File: config.mk
export PLATFORM = sky130hd
export DESIGN_NAME = sccs_clock_ctrl
export DESIGN_NICKNAME = d
export VERILOG_FILES = /design/src/sccs_pkg.sv /design/src/sccs_clock_ctrl.sv /design/src/sccs_edge_sync.sv
export VERILOG_INCLUDE_DIRS = /design/src
export SDC_FILE = /design/constraint.sdc
export NUM_CORES = 1
export LEC_CHECK = 0
export BUFFER_PORTS_ARGS = -buffer_cell sky130_fd_sc_hd__buf_4
export CAP_MARGIN = 20
export CORE_ASPECT_RATIO = 1.5
export CORE_MARGIN = 10
export CORE_UTILIZATION = 60
export CTS_BUF_LIST = sky130_fd_sc_hd__clkbuf_8 sky130_fd_sc_hd__clkbuf_16
export DETAILED_ROUTE_END_ITERATION = 6
export GPL_TIMING_DRIVEN = 0
export PLACE_DENSITY = 0.86
export SYNTH_ARGS = -nofsm -noshare
export SYNTH_HDL_FRONTEND = slang
export SYNTH_SLANG_ARGS = --single-unit
File: constraint.sdc
create_clock -name clk -period 7.19 [get_ports clk]
set_input_delay 0.719 -clock clk [delete_from_list [all_inputs] [get_ports clk]]
set_output_delay 0.719 -clock clk [all_outputs]
set_load 0.03 [all_outputs]
File: src/sccs_defines.svh
// Offsets, field positions, reset values and timing counts of the system clock source control.
// Assumes a 250 MHz register clock and an APB slave with byte addresses in paddr[7:0].
`ifndef SCCS_DEFINES_SVH
`define SCCS_DEFINES_SVH

// Register byte offsets.
`define SCCS_ADDR_CTL 8'h00
`define SCCS_ADDR_DIV 8'h04
`define SCCS_ADDR_TRIM 8'h08
`define SCCS_ADDR_STAT 8'h0C
`define SCCS_ADDR_MASK 8'h10
`define SCCS_ADDR_INFO 8'h14

// Oscillator control register fields and unlock keys.
`define SCCS_CTL_INTEN 7
`define SCCS_CTL_XTLEN 6
`define SCCS_CTL_WDTEN 5
`define SCCS_CTL_PRIMARY_FAIL_DETECT_ENABLE 4
`define SCCS_CTL_WDFEN 3
`define SCCS_CTL_FLPEN 2
`define SCCS_CTL_RST 8'hA0
`define SCCS_UNLOCK_1 8'hE7
`define SCCS_UNLOCK_2 8'h18
`define SCCS_SEL_XTAL 2'h1
`define SCCS_SEL_WDT 2'h2

// Divider reset values; the low power value applies when the low power option is chosen.
`define SCCS_DIV_RST 8'h00
`define SCCS_DIV_LP 8'h08

// Status bit positions.
`define SCCS_STAT_PFAIL 0
`define SCCS_STAT_WFAIL 1

// Timing: register clock rate, flash threshold and failure limits.
`define SCCS_CLK_MHZ 250
`define SCCS_FLASH_MHZ 10
`define SCCS_FLASH_CYC ((`SCCS_CLK_MHZ + `SCCS_FLASH_MHZ - 1) / `SCCS_FLASH_MHZ)
`define SCCS_PRIM_FAIL_US 1000
`define SCCS_PRIM_FAIL_CYC (`SCCS_PRIM_FAIL_US * `SCCS_CLK_MHZ)
`define SCCS_WDT_FAIL_CNT 8000

`endif

File: src/sccs_pkg.sv
// Types shared by the system clock source control.
// Assumes sccs_defines.svh supplies all numeric constants.
package sccs_pkg;

   // Clock sources that can drive the system clock.
   typedef enum logic [1:0] {SCCS_SRC_IPO, SCCS_SRC_XTAL, SCCS_SRC_WDT} sccs_src_e;

   // Oscillator modes chosen by option bits, in option encoding order.
   typedef enum logic [1:0] {SCCS_MODE_RC, SCCS_MODE_LOW, SCCS_MODE_MED, SCCS_MODE_HIGH} sccs_mode_e;

   // Unlock sequence of the oscillator control register.
   typedef enum logic [1:0] {SCCS_LK_LOCKED, SCCS_LK_KEY1, SCCS_LK_OPEN} sccs_lock_e;

endpackage : sccs_pkg
File: src/sccs_clock_ctrl.sv
// System clock source selection, division, flash power-down and failure detection.
// Assumes oscillator levels arrive on pins asynchronous to clk and option bits are static.
`timescale 1ns/1ps
`include "sccs_defines.svh"
module sccs_clock_ctrl
#(
   parameter int PRIM_FAIL_CYC = `SCCS_PRIM_FAIL_CYC
)
(
   input wire logic clk,
   input wire logic sys_rst,
   input wire logic psel,
   input wire logic penable,
   input wire logic pwrite,
   input wire logic [7:0] paddr,
   input wire logic [31:0] pwdata,
   output logic [31:0] prdata,
   output logic pready,
   output logic pslverr,
   input wire logic xin,
   input wire logic ipo_clk,
   input wire logic wdt_clk,
   input wire logic [1:0] opt_osc_mode,
   input wire logic [7:0] opt_trim,
   input wire logic opt_lp_n,
   output logic sys_clk_o,
   output logic [7:0] ipo_trim,
   output logic ipo_en,
   output logic xtal_en,
   output logic wdt_en,
   output logic [1:0] xtal_drive,
   output logic flash_pd,
   output logic irq
);
   logic xin_lvl, xin_rise, ipo_lvl, ipo_rise, wdt_lvl, wdt_rise;
   logic [7:0] ctl_q, div_q, trim_q;
   logic [1:0] stat_q, mask_q;
   sccs_pkg::sccs_lock_e lock_q;
   sccs_pkg::sccs_src_e cur_q, prog_src, tgt_src;
   sccs_pkg::sccs_mode_e mode;
   logic rc_half_q, root_q, sys_clk_q, failover_q, wdt_dead_q, slow_q, flash_pd_q;
   logic sys_prev_q;
   logic [7:0] div_cnt_q, div_cnt_d;
   logic [19:0] pf_cnt_q;
   logic [13:0] wf_cnt_q;
   logic [7:0] per_cnt_q;
   logic ctl_wr, apb_wr, apb_setup, pf_event, wf_event, root_d, root_rise, sys_rise, xtal_lvl;
   logic prog_rise;
   logic [31:0] rd_d, prdata_q;
   logic err_d, pslverr_q;

   // One synchroniser per oscillator pin; all three are free running asynchronous levels.
   sccs_edge_sync u_sync_xin (.clk(clk), .sys_rst(sys_rst), .async_in(xin),
                              .lvl(xin_lvl), .rise(xin_rise));
   sccs_edge_sync u_sync_ipo (.clk(clk), .sys_rst(sys_rst), .async_in(ipo_clk),
                              .lvl(ipo_lvl), .rise(ipo_rise));
   sccs_edge_sync u_sync_wdt (.clk(clk), .sys_rst(sys_rst), .async_in(wdt_clk),
                              .lvl(wdt_lvl), .rise(wdt_rise));

   // Oscillator mode straight from option bits; it sets the crystal drive strength.
   assign mode = sccs_pkg::sccs_mode_e'(opt_osc_mode);
   assign xtal_drive = opt_osc_mode;

   // Source decode of the select field; the reserved code falls back to the precision oscillator.
   always_comb
   begin
      if (ctl_q[1:0] == `SCCS_SEL_XTAL)
      begin
         prog_src = sccs_pkg::SCCS_SRC_XTAL;
      end
      else if (ctl_q[1:0] == `SCCS_SEL_WDT)
      begin
         prog_src = sccs_pkg::SCCS_SRC_WDT;
      end
      else
      begin
         prog_src = sccs_pkg::SCCS_SRC_IPO;
      end
   end
   assign tgt_src = failover_q ? sccs_pkg::SCCS_SRC_WDT : prog_src;

   // APB decode; the slave never waits, so pready is always high.
   assign apb_setup = psel & ~penable;
   assign apb_wr = psel & penable & pwrite;
   assign ctl_wr = apb_wr && (paddr == `SCCS_ADDR_CTL);
   assign pready = 1'b1;
   assign prdata = prdata_q;
   assign pslverr = pslverr_q;

   // Read mux; unmapped addresses read zero and report an error.
   always_comb
   begin
      rd_d = 32'h00000000;
      err_d = 1'b0;
      if (paddr == `SCCS_ADDR_CTL)
      begin
         rd_d[7:0] = ctl_q;
      end
      else if (paddr == `SCCS_ADDR_DIV)
      begin
         rd_d[7:0] = div_q;
      end
      else if (paddr == `SCCS_ADDR_TRIM)
      begin
         rd_d[7:0] = trim_q;
      end
      else if (paddr == `SCCS_ADDR_STAT)
      begin
         rd_d[1:0] = stat_q;
      end
      else if (paddr == `SCCS_ADDR_MASK)
      begin
         rd_d[1:0] = mask_q;
      end
      else if (paddr == `SCCS_ADDR_INFO)
      begin
         rd_d[7:0] = {wdt_dead_q, failover_q, slow_q, 1'b0, opt_osc_mode, cur_q};
      end
      else
      begin
         err_d = 1'b1;
      end
   end

   // Read data and error are captured in the setup cycle and stand through the access.
   always_ff @(posedge clk)
   begin
      if (sys_rst)
      begin
         prdata_q <= 32'h00000000;
         pslverr_q <= 1'b0;
      end
      else if (apb_setup)
      begin
         prdata_q <= pwrite ? 32'h00000000 : rd_d;
         pslverr_q <= err_d;
      end
   end

   // Unlock walk: a wrong value restarts it, a repeated first key keeps the first step.
   always_ff @(posedge clk)
   begin
      if (sys_rst)
      begin
         lock_q <= sccs_pkg::SCCS_LK_LOCKED;
      end
      else if (ctl_wr)
      begin
         case (lock_q)
            sccs_pkg::SCCS_LK_LOCKED:
               lock_q <= (pwdata[7:0] == `SCCS_UNLOCK_1) ? sccs_pkg::SCCS_LK_KEY1
                                                         : sccs_pkg::SCCS_LK_LOCKED;
            sccs_pkg::SCCS_LK_KEY1:
               if (pwdata[7:0] == `SCCS_UNLOCK_2)
               begin
                  lock_q <= sccs_pkg::SCCS_LK_OPEN;
               end
               else if (pwdata[7:0] != `SCCS_UNLOCK_1)
               begin
                  lock_q <= sccs_pkg::SCCS_LK_LOCKED;
               end
            default:
               lock_q <= sccs_pkg::SCCS_LK_LOCKED;
         endcase
      end
   end

   // Control, divider and trim; reset values follow the low power and trim options.
   always_ff @(posedge clk)
   begin
      if (sys_rst)
      begin
         ctl_q <= `SCCS_CTL_RST | {5'h00, ~opt_lp_n, 2'h0};
         div_q <= opt_lp_n ? `SCCS_DIV_RST : `SCCS_DIV_LP;
         trim_q <= opt_trim;
      end
      else
      begin
         if (ctl_wr && lock_q == sccs_pkg::SCCS_LK_OPEN)
         begin
            ctl_q <= pwdata[7:0];
         end
         if (apb_wr && paddr == `SCCS_ADDR_DIV)
         begin
            div_q <= pwdata[7:0];
         end
         if (apb_wr && paddr == `SCCS_ADDR_TRIM)
         begin
            trim_q <= pwdata[7:0];
         end
      end
   end
   assign ipo_trim = trim_q;
   assign ipo_en = ctl_q[`SCCS_CTL_INTEN];
   assign xtal_en = ctl_q[`SCCS_CTL_XTLEN];
   assign wdt_en = ctl_q[`SCCS_CTL_WDTEN] | failover_q;

   // RC mode halves the raw oscillator so the derived clock has an even duty cycle.
   always_ff @(posedge clk)
   begin
      if (sys_rst)
      begin
         rc_half_q <= 1'b0;
      end
      else if (mode == sccs_pkg::SCCS_MODE_RC && xin_rise)
      begin
         rc_half_q <= ~rc_half_q;
      end
   end
   assign xtal_lvl = (mode == sccs_pkg::SCCS_MODE_RC) ? rc_half_q : xin_lvl;

   // Level of the source now driving the root clock.
   always_comb
   begin
      case (cur_q)
         sccs_pkg::SCCS_SRC_XTAL: root_d = xtal_lvl;
         sccs_pkg::SCCS_SRC_WDT: root_d = wdt_lvl;
         default: root_d = ipo_lvl;
      endcase
   end

   // Changeover only while the root clock and the current source are both low, so no phase is cut.
   always_ff @(posedge clk)
   begin
      if (sys_rst)
      begin
         cur_q <= sccs_pkg::SCCS_SRC_IPO;
         root_q <= 1'b0;
      end
      else if (cur_q != tgt_src && !root_q && !root_d)
      begin
         cur_q <= tgt_src;
         root_q <= 1'b0;
      end
      else
      begin
         root_q <= root_d;
      end
   end
   assign root_rise = root_d & ~root_q;

   // Divider: settings of 0 and 1 pass the root clock, larger ones stretch the period.
   assign div_cnt_d = (div_cnt_q >= div_q - 8'h01) ? 8'h00 : div_cnt_q + 8'h01;
   always_ff @(posedge clk)
   begin
      if (sys_rst)
      begin
         div_cnt_q <= 8'h00;
         sys_clk_q <= 1'b0;
      end
      else if (div_q <= 8'h01)
      begin
         div_cnt_q <= 8'h00;
         sys_clk_q <= root_q;
      end
      else if (root_rise)
      begin
         div_cnt_q <= div_cnt_d;
         sys_clk_q <= (div_cnt_d < (div_q >> 1));
      end
   end
   assign sys_clk_o = sys_clk_q;
   // Rising edge of the system clock from a registered copy of its previous level.
   assign sys_rise = sys_clk_q & ~sys_prev_q;

   // Period measure of the system clock; a long period marks it as slower than the flash limit.
   always_ff @(posedge clk)
   begin
      if (sys_rst)
      begin
         per_cnt_q <= 8'h00;
         slow_q <= 1'b0;
         flash_pd_q <= 1'b0;
         sys_prev_q <= 1'b0;
      end
      else
      begin
         sys_prev_q <= sys_clk_q;
         if (sys_rise)
         begin
            per_cnt_q <= 8'h00;
            slow_q <= (per_cnt_q >= 8'(`SCCS_FLASH_CYC - 1));
         end
         else if (per_cnt_q != 8'hFF)
         begin
            per_cnt_q <= per_cnt_q + 8'h01;
         end
         // Flash sleeps in the low phase delayed by one register clock, so reads after the first high cycle stay valid.
         flash_pd_q <= (slow_q | ctl_q[`SCCS_CTL_FLPEN]) & ~sys_clk_q;
      end
   end
   assign flash_pd = flash_pd_q;

   // Primary failure: too many register clocks without an edge from the programmed source.
   always_comb
   begin
      case (prog_src)
         sccs_pkg::SCCS_SRC_XTAL: prog_rise = xin_rise;
         sccs_pkg::SCCS_SRC_WDT: prog_rise = wdt_rise;
         default: prog_rise = ipo_rise;
      endcase
   end
   assign pf_event = ctl_q[`SCCS_CTL_PRIMARY_FAIL_DETECT_ENABLE] && !wdt_dead_q && !failover_q &&
                     pf_cnt_q == 20'(PRIM_FAIL_CYC - 1);

   // A watchdog primary cannot fail over to itself; a failover ends on the next unlocked control write.
   always_ff @(posedge clk)
   begin
      if (sys_rst)
      begin
         pf_cnt_q <= 20'h00000;
         failover_q <= 1'b0;
      end
      else
      begin
         pf_cnt_q <= (prog_rise || ctl_wr) ? 20'h00000 :
                     (pf_event ? pf_cnt_q : pf_cnt_q + 20'h00001);
         if (ctl_wr && lock_q == sccs_pkg::SCCS_LK_OPEN)
         begin
            failover_q <= 1'b0;
         end
         else if (pf_event && prog_src != sccs_pkg::SCCS_SRC_WDT)
         begin
            failover_q <= 1'b1;
         end
      end
   end

   // Watchdog failure: system clock edges counted between watchdog edges.
   assign wf_event = ctl_q[`SCCS_CTL_WDFEN] && sys_rise && !wdt_dead_q &&
                     wf_cnt_q == 14'(`SCCS_WDT_FAIL_CNT - 1);
   always_ff @(posedge clk)
   begin
      if (sys_rst)
      begin
         wf_cnt_q <= 14'h0000;
         wdt_dead_q <= 1'b0;
      end
      else if (wdt_rise)
      begin
         wf_cnt_q <= 14'h0000;
         wdt_dead_q <= 1'b0;
      end
      else if (wf_event)
      begin
         wdt_dead_q <= 1'b1;
      end
      else if (sys_rise && !wdt_dead_q)
      begin
         wf_cnt_q <= wf_cnt_q + 14'h0001;
      end
   end

   // Sticky status, write one to clear; a new event in the clearing cycle wins.
   always_ff @(posedge clk)
   begin
      if (sys_rst)
      begin
         stat_q <= 2'h0;
         mask_q <= 2'h0;
      end
      else
      begin
         stat_q[`SCCS_STAT_PFAIL] <= pf_event | (stat_q[`SCCS_STAT_PFAIL] &
            ~(apb_wr && paddr == `SCCS_ADDR_STAT && pwdata[`SCCS_STAT_PFAIL]));
         stat_q[`SCCS_STAT_WFAIL] <= wf_event | (stat_q[`SCCS_STAT_WFAIL] &
            ~(apb_wr && paddr == `SCCS_ADDR_STAT && pwdata[`SCCS_STAT_WFAIL]));
         if (apb_wr && paddr == `SCCS_ADDR_MASK)
         begin
            mask_q <= pwdata[1:0];
         end
      end
   end
   assign irq = |(stat_q & mask_q);
endmodule : sccs_clock_ctrl

File: src/sccs_edge_sync.sv
// Two flip-flop synchroniser with rising edge detect for one oscillator level.
// Assumes the input is asynchronous to clk and far slower than it.
`timescale 1ns/1ps
module sccs_edge_sync
(
   input wire logic clk,
   input wire logic sys_rst,
   input wire logic async_in,
   output logic lvl,
   output logic rise
);
   logic meta_q;
   logic sync_q;
   logic prev_q;

   // The first stage feeds only the second stage, to contain metastability.
   always_ff @(posedge clk)
   begin
      if (sys_rst)
      begin
         meta_q <= 1'b0;
         sync_q <= 1'b0;
         prev_q <= 1'b0;
      end
      else
      begin
         meta_q <= async_in;
         sync_q <= meta_q;
         prev_q <= sync_q;
      end
   end

   // Level and one-cycle rising edge pulse.
   assign lvl = sync_q;
   assign rise = sync_q & ~prev_q;
endmodule : sccs_edge_sync

==> results of run 1 <==
[flip-flops by register name (all words and copies together), names as in the netlist, 2 cells and up]
register,count
stat_q,2
prdata,8
ctl_q,8
pf_cnt_q,20
ipo_trim,8
cur_q,2
div_cnt_q,8
mask_q,2
per_cnt_q,8
lock_q,2
div_q,8
wf_cnt_q,14
[worst max-delay path by stage]
stage               slack (ps)  cells past startpoint                      to                   start
floorplan                 3940                     17  sys_clk_o$_SDFFE_PP0P_  div_q[0]$_SDFFCE_PP0P_
global placement          3580                     17  sys_clk_o$_SDFFE_PP0P_  div_q[0]$_SDFFCE_PP0P_
detailed placement        3490                     17  sys_clk_o$_SDFFE_PP0P_  div_q[0]$_SDFFCE_PP0P_
CTS                       3460                     17  sys_clk_o$_SDFFE_PP0P_  div_q[0]$_SDFFCE_PP0P_
global route              3120                     17  sys_clk_o$_SDFFE_PP0P_  div_q[0]$_SDFFCE_PP0P_
finish                    3440                     17  sys_clk_o$_SDFFE_PP0P_  div_q[0]$_SDFFCE_PP0P_
[worst max-delay path, delay by kind of cell, from the launching register on]
kind	cells	cell delay (ps)
flops	1	470
compound gates	3	450
fa+ha+maj	3	840
simple gates	8	1350
xor+xnor	1	120
buf+inv	2	460
[final cells by class]
cell class | count | share of cell area
multi-input cells | 502 | 0.463
flip-flops and latches | 108 | 0.349
repair buffers | 58 | 0.0651
plain buffers | 48 | 0.0428
clock buffers | 10 | 0.0357
well taps | 112 | 0.0210
inverters | 32 | 0.0180
clock inverters | 6 | 0.00580
[kinds of logic after synthesis]
kind of cell / Yosys count
buffers and inverters: 80
other: 2
adder cells (fa/ha/maj): 25
flip-flops: 108
XOR/XNOR: 43
multiplexers: 14
AO/OA/AOI/OAI: 100
AND/OR/NAND/NOR: 295
[power breakdown]
| group | internal, mW | switching [mW] | total [mW] | leakage (nW) |
|---|---|---|---|---|
| clock network | 0.244 | 0.221 | 0.465 | 0.140 |
| logic | 0.0847 | 0.134 | 0.219 | 1.71 |
| registers | 0.642 | 0.0276 | 0.669 | 0.902 |
[cells in the final DEF, fill, tap and decap left out, types with 17 or more instances in the layout]
cell	n
sky130_fd_sc_hd__nor2_1	91
sky130_fd_sc_hd__nor3_1	24
sky130_fd_sc_hd__edfxtp_1	17
sky130_fd_sc_hd__inv_1	33
sky130_fd_sc_hd__nand2_1	56
sky130_fd_sc_hd__conb_1	25
sky130_fd_sc_hd__dfxtp_1	91
sky130_fd_sc_hd__a21oi_1	33
sky130_fd_sc_hd__ha_1	25
sky130_fd_sc_hd__buf_4	85
sky130_fd_sc_hd__clkbuf_1	18
sky130_fd_sc_hd__nor2b_1	24
sky130_fd_sc_hd__nand3_1	28
sky130_fd_sc_hd__xnor2_1	35
[per-stage QoR]
step                setup WS (ps)  area, sq um  hold WS (ps)  power, mW   util
detailed placement           3490         6400           432      0.897  0.688
global placement             3580         6400           430      0.888  0.688
finish                       3440         6690           441       1.35  0.719
global route                 3120         6690           455       1.40  0.719
floorplan                    3940         5840           414      0.824      -
CTS                          3460         6680           448       1.35  0.718
[routing by layer]
metal  vias to the layer above  global-route usage
li1                       2470                   -
met1                      2430               0.220
met2                       204               0.386
met3                        48              0.0404
met4                         0              0.0961
met5                         -                   0
==> PnR_summary.wiki, run 1 <==
{| class="wikitable"
! Metric !! Value
|-
| Final net count || 843
|-
| GRT Total Usage || 0.210
|-
| Fraction of post-synthesis cell area in the top cell type by area || 0.317
|-
| Worst EP arrival || 4020 ps
|-
| CTS HTree Levels || 3
|-
| Leakage power of the design || 2.76 nW
|-
| I/O pin total || 109
|-
| Register-to-Register Setup Slack || 3440 ps
|-
| Final Max Slew Viols || 0
|-
| Total Die Area || 0.0140 sq mm
|-
| Initial antenna violation count || 0
|-
| CP most frequent cell || sky130_fd_sc_hd__ha_1
|-
| Worst slew slack as a fraction of its limit || 0.303
|-
| Reg-to-Reg End || sys_clk_o$_SDFFE_PP0P_
|-
| Outcome || completed
|-
| Std-Cell Rows || 43
|-
| Fill count || 716
|-
| Clock Path Buffers || 2
|-
| Worst setup EP type || flip-flop
|-
| Clock latency of the later-clocked register in the worst-skew pair || 350 ps
|-
| Final standard cell count with taps included and fillers excluded || 876
|-
| Crit-path slowest cell || sky130_fd_sc_hd__or4_1
|-
| Post-synth top cells || sky130_fd_sc_hd__dfxtp_1 (91), sky130_fd_sc_hd__nor2_1 (91), sky130_fd_sc_hd__nand2_1 (56), sky130_fd_sc_hd__xnor2_1 (35), sky130_fd_sc_hd__a21oi_1 (33)
|-
| Sequential cell area in the final layout || 0.00233 sq mm
|-
| First-pass GRT wire length || 24,100 um
|-
| Post-cts hold buffer count || 0
|-
| Vias post-DR || 5,152
|-
| Routed length on met1 || 5650 um
|-
| Largest family of logic cells by synthesized area || simple AND/OR/NAND/NOR gates
|-
| Effective utilization at floorplan || 0.618
|-
| Antenna Nets Post-Route || 0
|-
| Count of TritonRoute iterations in the first routing pass || 5
|-
| Max incr delay on CP || 490 ps
|-
| Post-synthesis compound-gate area fraction || 0.116
|-
| Clock sink total || 108
|-
| Number of standard cells after synthesis || 667
|-
| Synthesized area per cell || 8.62 sq um
|-
| Routability cong. || 0.931
|-
| Count of unresolved DRC violations after routing || 0
|-
| Pin count of the biggest net entering global routing || 18
|-
| Horizontal extent of the die || 99.9 um
|-
| Count of routing violations after the opening detailed-route iteration || 389
|-
| Placeable core area || 0.00931 sq mm
|-
| Via-to-Cell Ratio || 5.88
|-
| Top post-synthesis cells by area || sky130_fd_sc_hd__dfxtp_1 (32%), sky130_fd_sc_hd__edfxtp_1 (8.9%), sky130_fd_sc_hd__nor2_1 (5.9%), sky130_fd_sc_hd__ha_1 (5.4%), sky130_fd_sc_hd__xnor2_1 (5.3%)
|-
| Overall routed net length || 15,100 um
|-
| Cell taking the most area after synthesis || sky130_fd_sc_hd__dfxtp_1
|-
| Synth Area in Adders || 0.0544
|-
| Chip height || 140 um
|-
| Final Critical Period || 3750 ps
|-
| Met3 wire len || 880 um
|-
| Area overhead of the layout relative to synthesis || 16.3%
|-
| Highest layer used for signal routing || met4
|-
| Via count of the first global-routing pass || 5,073
|-
| Upper clock frequency limit || 267 MHz
|-
| Post-synth top flop || sky130_fd_sc_hd__dfxtp_1
|-
| Max cap viols || 0
|-
| Average wire per cell in the routed design || 17.2 um
|-
| Netlist area before placement || 0.00575 sq mm
|-
| # setup viols final || 0
|-
| Number of distinct standard cells referenced by the synthesized netlist || 64
|-
| FF-to-FF Start || div_q[0]$_SDFFCE_PP0P_
|-
| Xor/xnor cell area share of the yosys netlist || 0.0655
|-
| Sum of overflow across all layers after global routing || 0
|-
| Clock-pin slew of the registers on the worst-case setup and hold paths || 70 ps
|-
| Number of enable flip-flop cells after synthesis || 17
|-
| Pwr per Cell Area || 202 mW/mm^2
|-
| Post-cts repair resize count || 0
|-
| Diode insertion count for antenna repair || 0
|-
| Data required time at the worst endpoint || 7470 ps
|-
| Fraction of registers with async set/reset || 0
|-
| Final Skew || 8.53 ps
|-
| Cts bufs inserted || 9
|-
| Final critical-path share of the clock period || 0.521
|-
| HPWL reported at the end of detailed placement || 11,600 um
|-
| Category of the most critical setup path || flip-flop to flip-flop
|-
| Cell depth of the worst hold path || 1
|-
| List of cells traversed by the critical path || inv_1 > ha_1 > nand2_1 > nor4_1 > xnor2_1 > ha_1 > nand2_1 > o21ai_0 > a21o_1 > clkbuf_1 > nor2_1 > ha_1 > and3_1 > nand4_1 > nor2_1 > or4_1 > o22ai_1
|-
| Area taken by multi-input logic gates || 0.00310 sq mm
|-
| Worst supply voltage drop on vdd || 0.166 mV
|-
| Multiplexer fraction of the synthesized cell area || 0.0246
|-
| Maximum net fanout on the critical path || 10
|-
| Final sum of negative setup slack || 0 ps
|-
| Post-synthesis sequential element count || 108
|-
| Sort of element at the start of the critical path || flip-flop
|-
| Number of cells traversed by the worst register-to-register path || 17
|-
| Slew at the pin closest to its max-slew limit || 1040 ps
|-
| CTS Root Cell || sky130_fd_sc_hd__clkbuf_16
|-
| Share of final-layout standard cells stronger than drive strength 1 || 0.151
|-
| Area fraction in and, or, nand and nor cells after synthesis || 0.262
|-
| Worst min-delay path category || flip-flop to flip-flop
|-
| Total met2 wirelength after detailed routing || 8040 um
|-
| Setup repair after global routing missed its margin || no
|-
| Dpl cells || 859
|-
| Worst hold path startpoint || u_sync_wdt.meta_q$_SDFF_PP0_
|-
| Synth Warn # || 0
|-
| Post-CTS Setup Inserts || 0
|-
| Hold Crit Endpoint || u_sync_wdt.lvl$_SDFF_PP0_
|-
| Part of the Yosys area used for sequential elements || 0.406
|-
| Hold Violations, Final || 0
|-
| Number of port buffers || 57
|-
| TritonCTS clock tree || yes
|}
No activity file was read; power rests on OpenSTA's default activity.
==> inputs of run 2 (changes only) <==
Settings changed: CORE_UTILIZATION 60 to 56, PLACE_DENSITY 0.86 to 0.82.
Clock period 7.19 ns to 3.66 ns, I/O delays scaled along.
==> run 2 against run 1 <==
Utilization shrank 5.0 points. Worst setup slack lost 3300 ps. Sequential power grew 97%. Clock skew grew 1.1 ps. Clock power grew 100%. Worst hold slack lost 210 ps. Register-to-register slack lost 3300 ps. Fmax grew 7.2%. Cell area grew 0.69%. Highest routed layer unchanged. Die area grew 5.9%. Critical path depth shrank 1. Largest power group unchanged. Total power grew 98%.
==> PnR_summary.wiki, run 2 (same netlist as run 1, synthesis figures left out) <==
{| class="wikitable"
! Metric !! Value
|-
| Category of the most critical setup path || flip-flop to flip-flop
|-
| Pwr per Cell Area || 399 mW/mm^2 (+97%)
|-
| TritonCTS clock tree || yes
|-
| Sort of element at the start of the critical path || flip-flop
|-
| Share of power burned in the clock network || 0.347 (+0.004)
|-
| Flip-flop count of the largest register after layout || 20 (unchanged)
|-
| Effective utilization at floorplan || 0.570 (-0.0472)
|-
| Total Die Area || 0.0148 sq mm (+5.9%)
|-
| Worst supply voltage drop on vdd || 0.216 mV (+30%)
|-
| Comb power frac || 0.163 (about the same)
|-
| Clock-pin slew of the registers on the worst-case setup and hold paths || 70 ps (about the same)
|-
| Final Max Slew Viols || 0 (unchanged)
|-
| Util after Layout || 0.668 (-0.0504)
|-
| Highest-count cells in the layout ignoring fill and taps || sky130_fd_sc_hd__nor2_1 (91), sky130_fd_sc_hd__dfxtp_1 (91), sky130_fd_sc_hd__buf_4 (88), sky130_fd_sc_hd__nand2_1 (56), sky130_fd_sc_hd__xnor2_1 (35)
|-
| GRT Total Usage || 0.202 (-0.00822)
|-
| I/O pin total || 109 (unchanged)
|-
| Routability cong. || 0.936 (+0.57%)
|-
| FF-to-FF Start || div_q[1]$_SDFFCE_PP0P_
|-
| Outcome || completed
|-
| Worst min-delay path category || input port to flip-flop
|-
| Cts bufs inserted || 9 (unchanged)
|-
| Count of routing violations after the opening detailed-route iteration || 310 (-20%)
|-
| Antenna Nets Post-Route || 0 (unchanged)
|-
| Pin count of the biggest net entering global routing || 20 (+2)
|-
| Worst EP arrival || 3770 ps (-250 ps)
|-
| Final Critical Period || 3490 ps (-252 ps)
|-
| Final critical-path share of the clock period || 0.955 (+0.434)
|-
| Final net count || 845 (+0.24%)
|-
| Clock sink total || 108 (unchanged)
|-
| Via-to-Cell Ratio || 5.83 (-0.95%)
|-
| Horizontal extent of the die || 103 um (+2.8%)
|-
| Worst hold path startpoint || xin
|-
| Worst setup EP type || flip-flop
|-
| Power share of the sequential group || 0.490 (-0.005)
|-
| Number of port buffers || 57 (unchanged)
|-
| Placeable core area || 0.0101 sq mm (+8.3%)
|-
| Count of TritonRoute iterations in the first routing pass || 6 (+1)
|-
| Via count of the first global-routing pass || 5,013 (-1.2%)
|-
| Net switching component of the power || 0.783 mW (+100%)
|-
| HPWL reported at the end of detailed placement || 11,800 um (+1.6%)
|-
| Std-Cell Rows || 45 (+4.7%)
|-
| Share of final-layout standard cells stronger than drive strength 1 || 0.161 (+0.0101)
|-
| Worst slew slack as a fraction of its limit || 0.340 (+0.0372)
|-
| Sum of overflow across all layers after global routing || 0 (unchanged)
|-
| Data required time at the worst endpoint || 3940 ps (-3530 ps)
|-
| Hold Violations, Final || 0 (unchanged)
|-
| Count of unresolved DRC violations after routing || 0 (unchanged)
|-
| Post-cts hold buffer count || 0 (unchanged)
|-
| Slew at the pin closest to its max-slew limit || 982 ps (-55.3 ps)
|-
| Clock latency of the later-clocked register in the worst-skew pair || 350 ps (about the same)
|-
| Area overhead of the layout relative to synthesis || 17.1%
|-
| # setup viols final || 0 (unchanged)
|-
| Final Skew || 9.58 ps (+1.05 ps)
|-
| CP startpoint || div_q[1]$_SDFFCE_PP0P_
|-
| Cell Int Power || 1.90 mW (+96%)
|-
| Overall routed net length || 15,000 um (-0.32%)
|-
| Vias post-DR || 5,144 (-0.16%)
|-
| First-pass GRT wire length || 23,900 um (-0.77%)
|-
| Switching power as a share of total power || 0.292 (+0.00867)
|-
| Max cap viols || 0 (unchanged)
|-
| Minimum hold slack || 229 ps (-212 ps)
|-
| CTS HTree Levels || 3 (unchanged)
|-
| Diode insertion count for antenna repair || 0 (unchanged)
|-
| Chip height || 144 um (+3.0%)
|-
| Most flop-heavy register || pf_cnt_q
|-
| Upper clock frequency limit || 286 MHz (+7.2%)
|-
| Average wire per cell in the routed design || 17.0 um (-1.1%)
|-
| Clock Path Buffers || 2 (unchanged)
|-
| Maximum net fanout on the critical path || 8 (-2)
|-
| Leakage power of the design || 2.76 nW (+0.28%)
|-
| Top Registers || pf_cnt_q (20), wf_cnt_q (14)
|-
| CTS Root Cell || sky130_fd_sc_hd__clkbuf_16
|-
| Initial antenna violation count || 0 (unchanged)
|}
-- run 2: layout make-up --
class	count	area, sq um
fill	853	3340
multi-input combinational	502	3110
sequential	108	2330
timing repair buffer	61	455
buffer	47	283
clock buffer	9	225
tap	117	146
inverter	32	120
clock inverter	7	60.1
-- run 2: routing by layer --
| layer | share of wire | global-route usage | up-vias |
|---|---|---|---|
| met4 | 0.033 | 0.0918 | 0 |
| met2 | 0.54 | 0.376 | 190 |
| met1 | 0.37 | 0.216 | 2434 |
| met5 | 0 | 0 | - |
| met3 | 0.053 | 0.0267 | 42 |
| li1 | - | - | 2478 |
-- run 2: through the flow --
stage / cells / area (sq um) / worst slack (ps) / power, mW / TNS, ps
after global routing: 883 / 6740 / -59.3 / 2.79 / -59.3
after CTS: 879 / 6690 / 98.3 / 2.68 / 0
after detailed placement: 864 / 6410 / -4.64 / 1.76 / -4.64
after floorplan: 690 / 5840 / 407 / 1.62 / 0
final: 883 / 6740 / 165 / 2.69 / 0
after global placement: 864 / 6410 / 65.8 / 1.75 / 0
-- run 2: worst max-delay path: stages (launching register included) --
cell                       delay (ps)
sky130_fd_sc_hd__edfxtp_1         480
sky130_fd_sc_hd__inv_1            130
sky130_fd_sc_hd__ha_1             210
sky130_fd_sc_hd__nand2_1          100
sky130_fd_sc_hd__nor4_2           170
sky130_fd_sc_hd__xnor2_1          110
sky130_fd_sc_hd__ha_1             280
sky130_fd_sc_hd__nand2_1           60
sky130_fd_sc_hd__nor3_1           260
sky130_fd_sc_hd__a21o_2           260
sky130_fd_sc_hd__nor2_1            70
sky130_fd_sc_hd__ha_1             300
sky130_fd_sc_hd__and3_1           190
sky130_fd_sc_hd__nand4_1          120
sky130_fd_sc_hd__nor2_1            50
sky130_fd_sc_hd__or4_1            500
sky130_fd_sc_hd__o22ai_1          120
-- run 2: final timing paths --
kind              slack, ps  cells past startpoint                           end
setup / recovery        170                     16        sys_clk_o$_SDFFE_PP0P_
hold / removal          230                      2  u_sync_xin.meta_q$_SDFF_PP0_
setup reg to reg        170                     16        sys_clk_o$_SDFFE_PP0P_
hold reg to reg         450                      1     u_sync_wdt.lvl$_SDFF_PP0_
-- run 2: power by group through the flow --
stage	Clock (mW)	Sequential (mW)	Combinational, mW
floorplan	0	1.35	0.265
global placement	0	1.34	0.409
detailed placement	0	1.34	0.424
CTS	0.940	1.31	0.429
global route	0.989	1.32	0.478
finish	0.932	1.32	0.439
-- run 2: repair_timing --
action	CTS	global route
gates cloned	0	0
endpoints found under the setup margin	1	1
endpoints found under the hold margin	0	0
gates resized for setup	0	6
buffers inserted	0	3
pin swaps	0	1
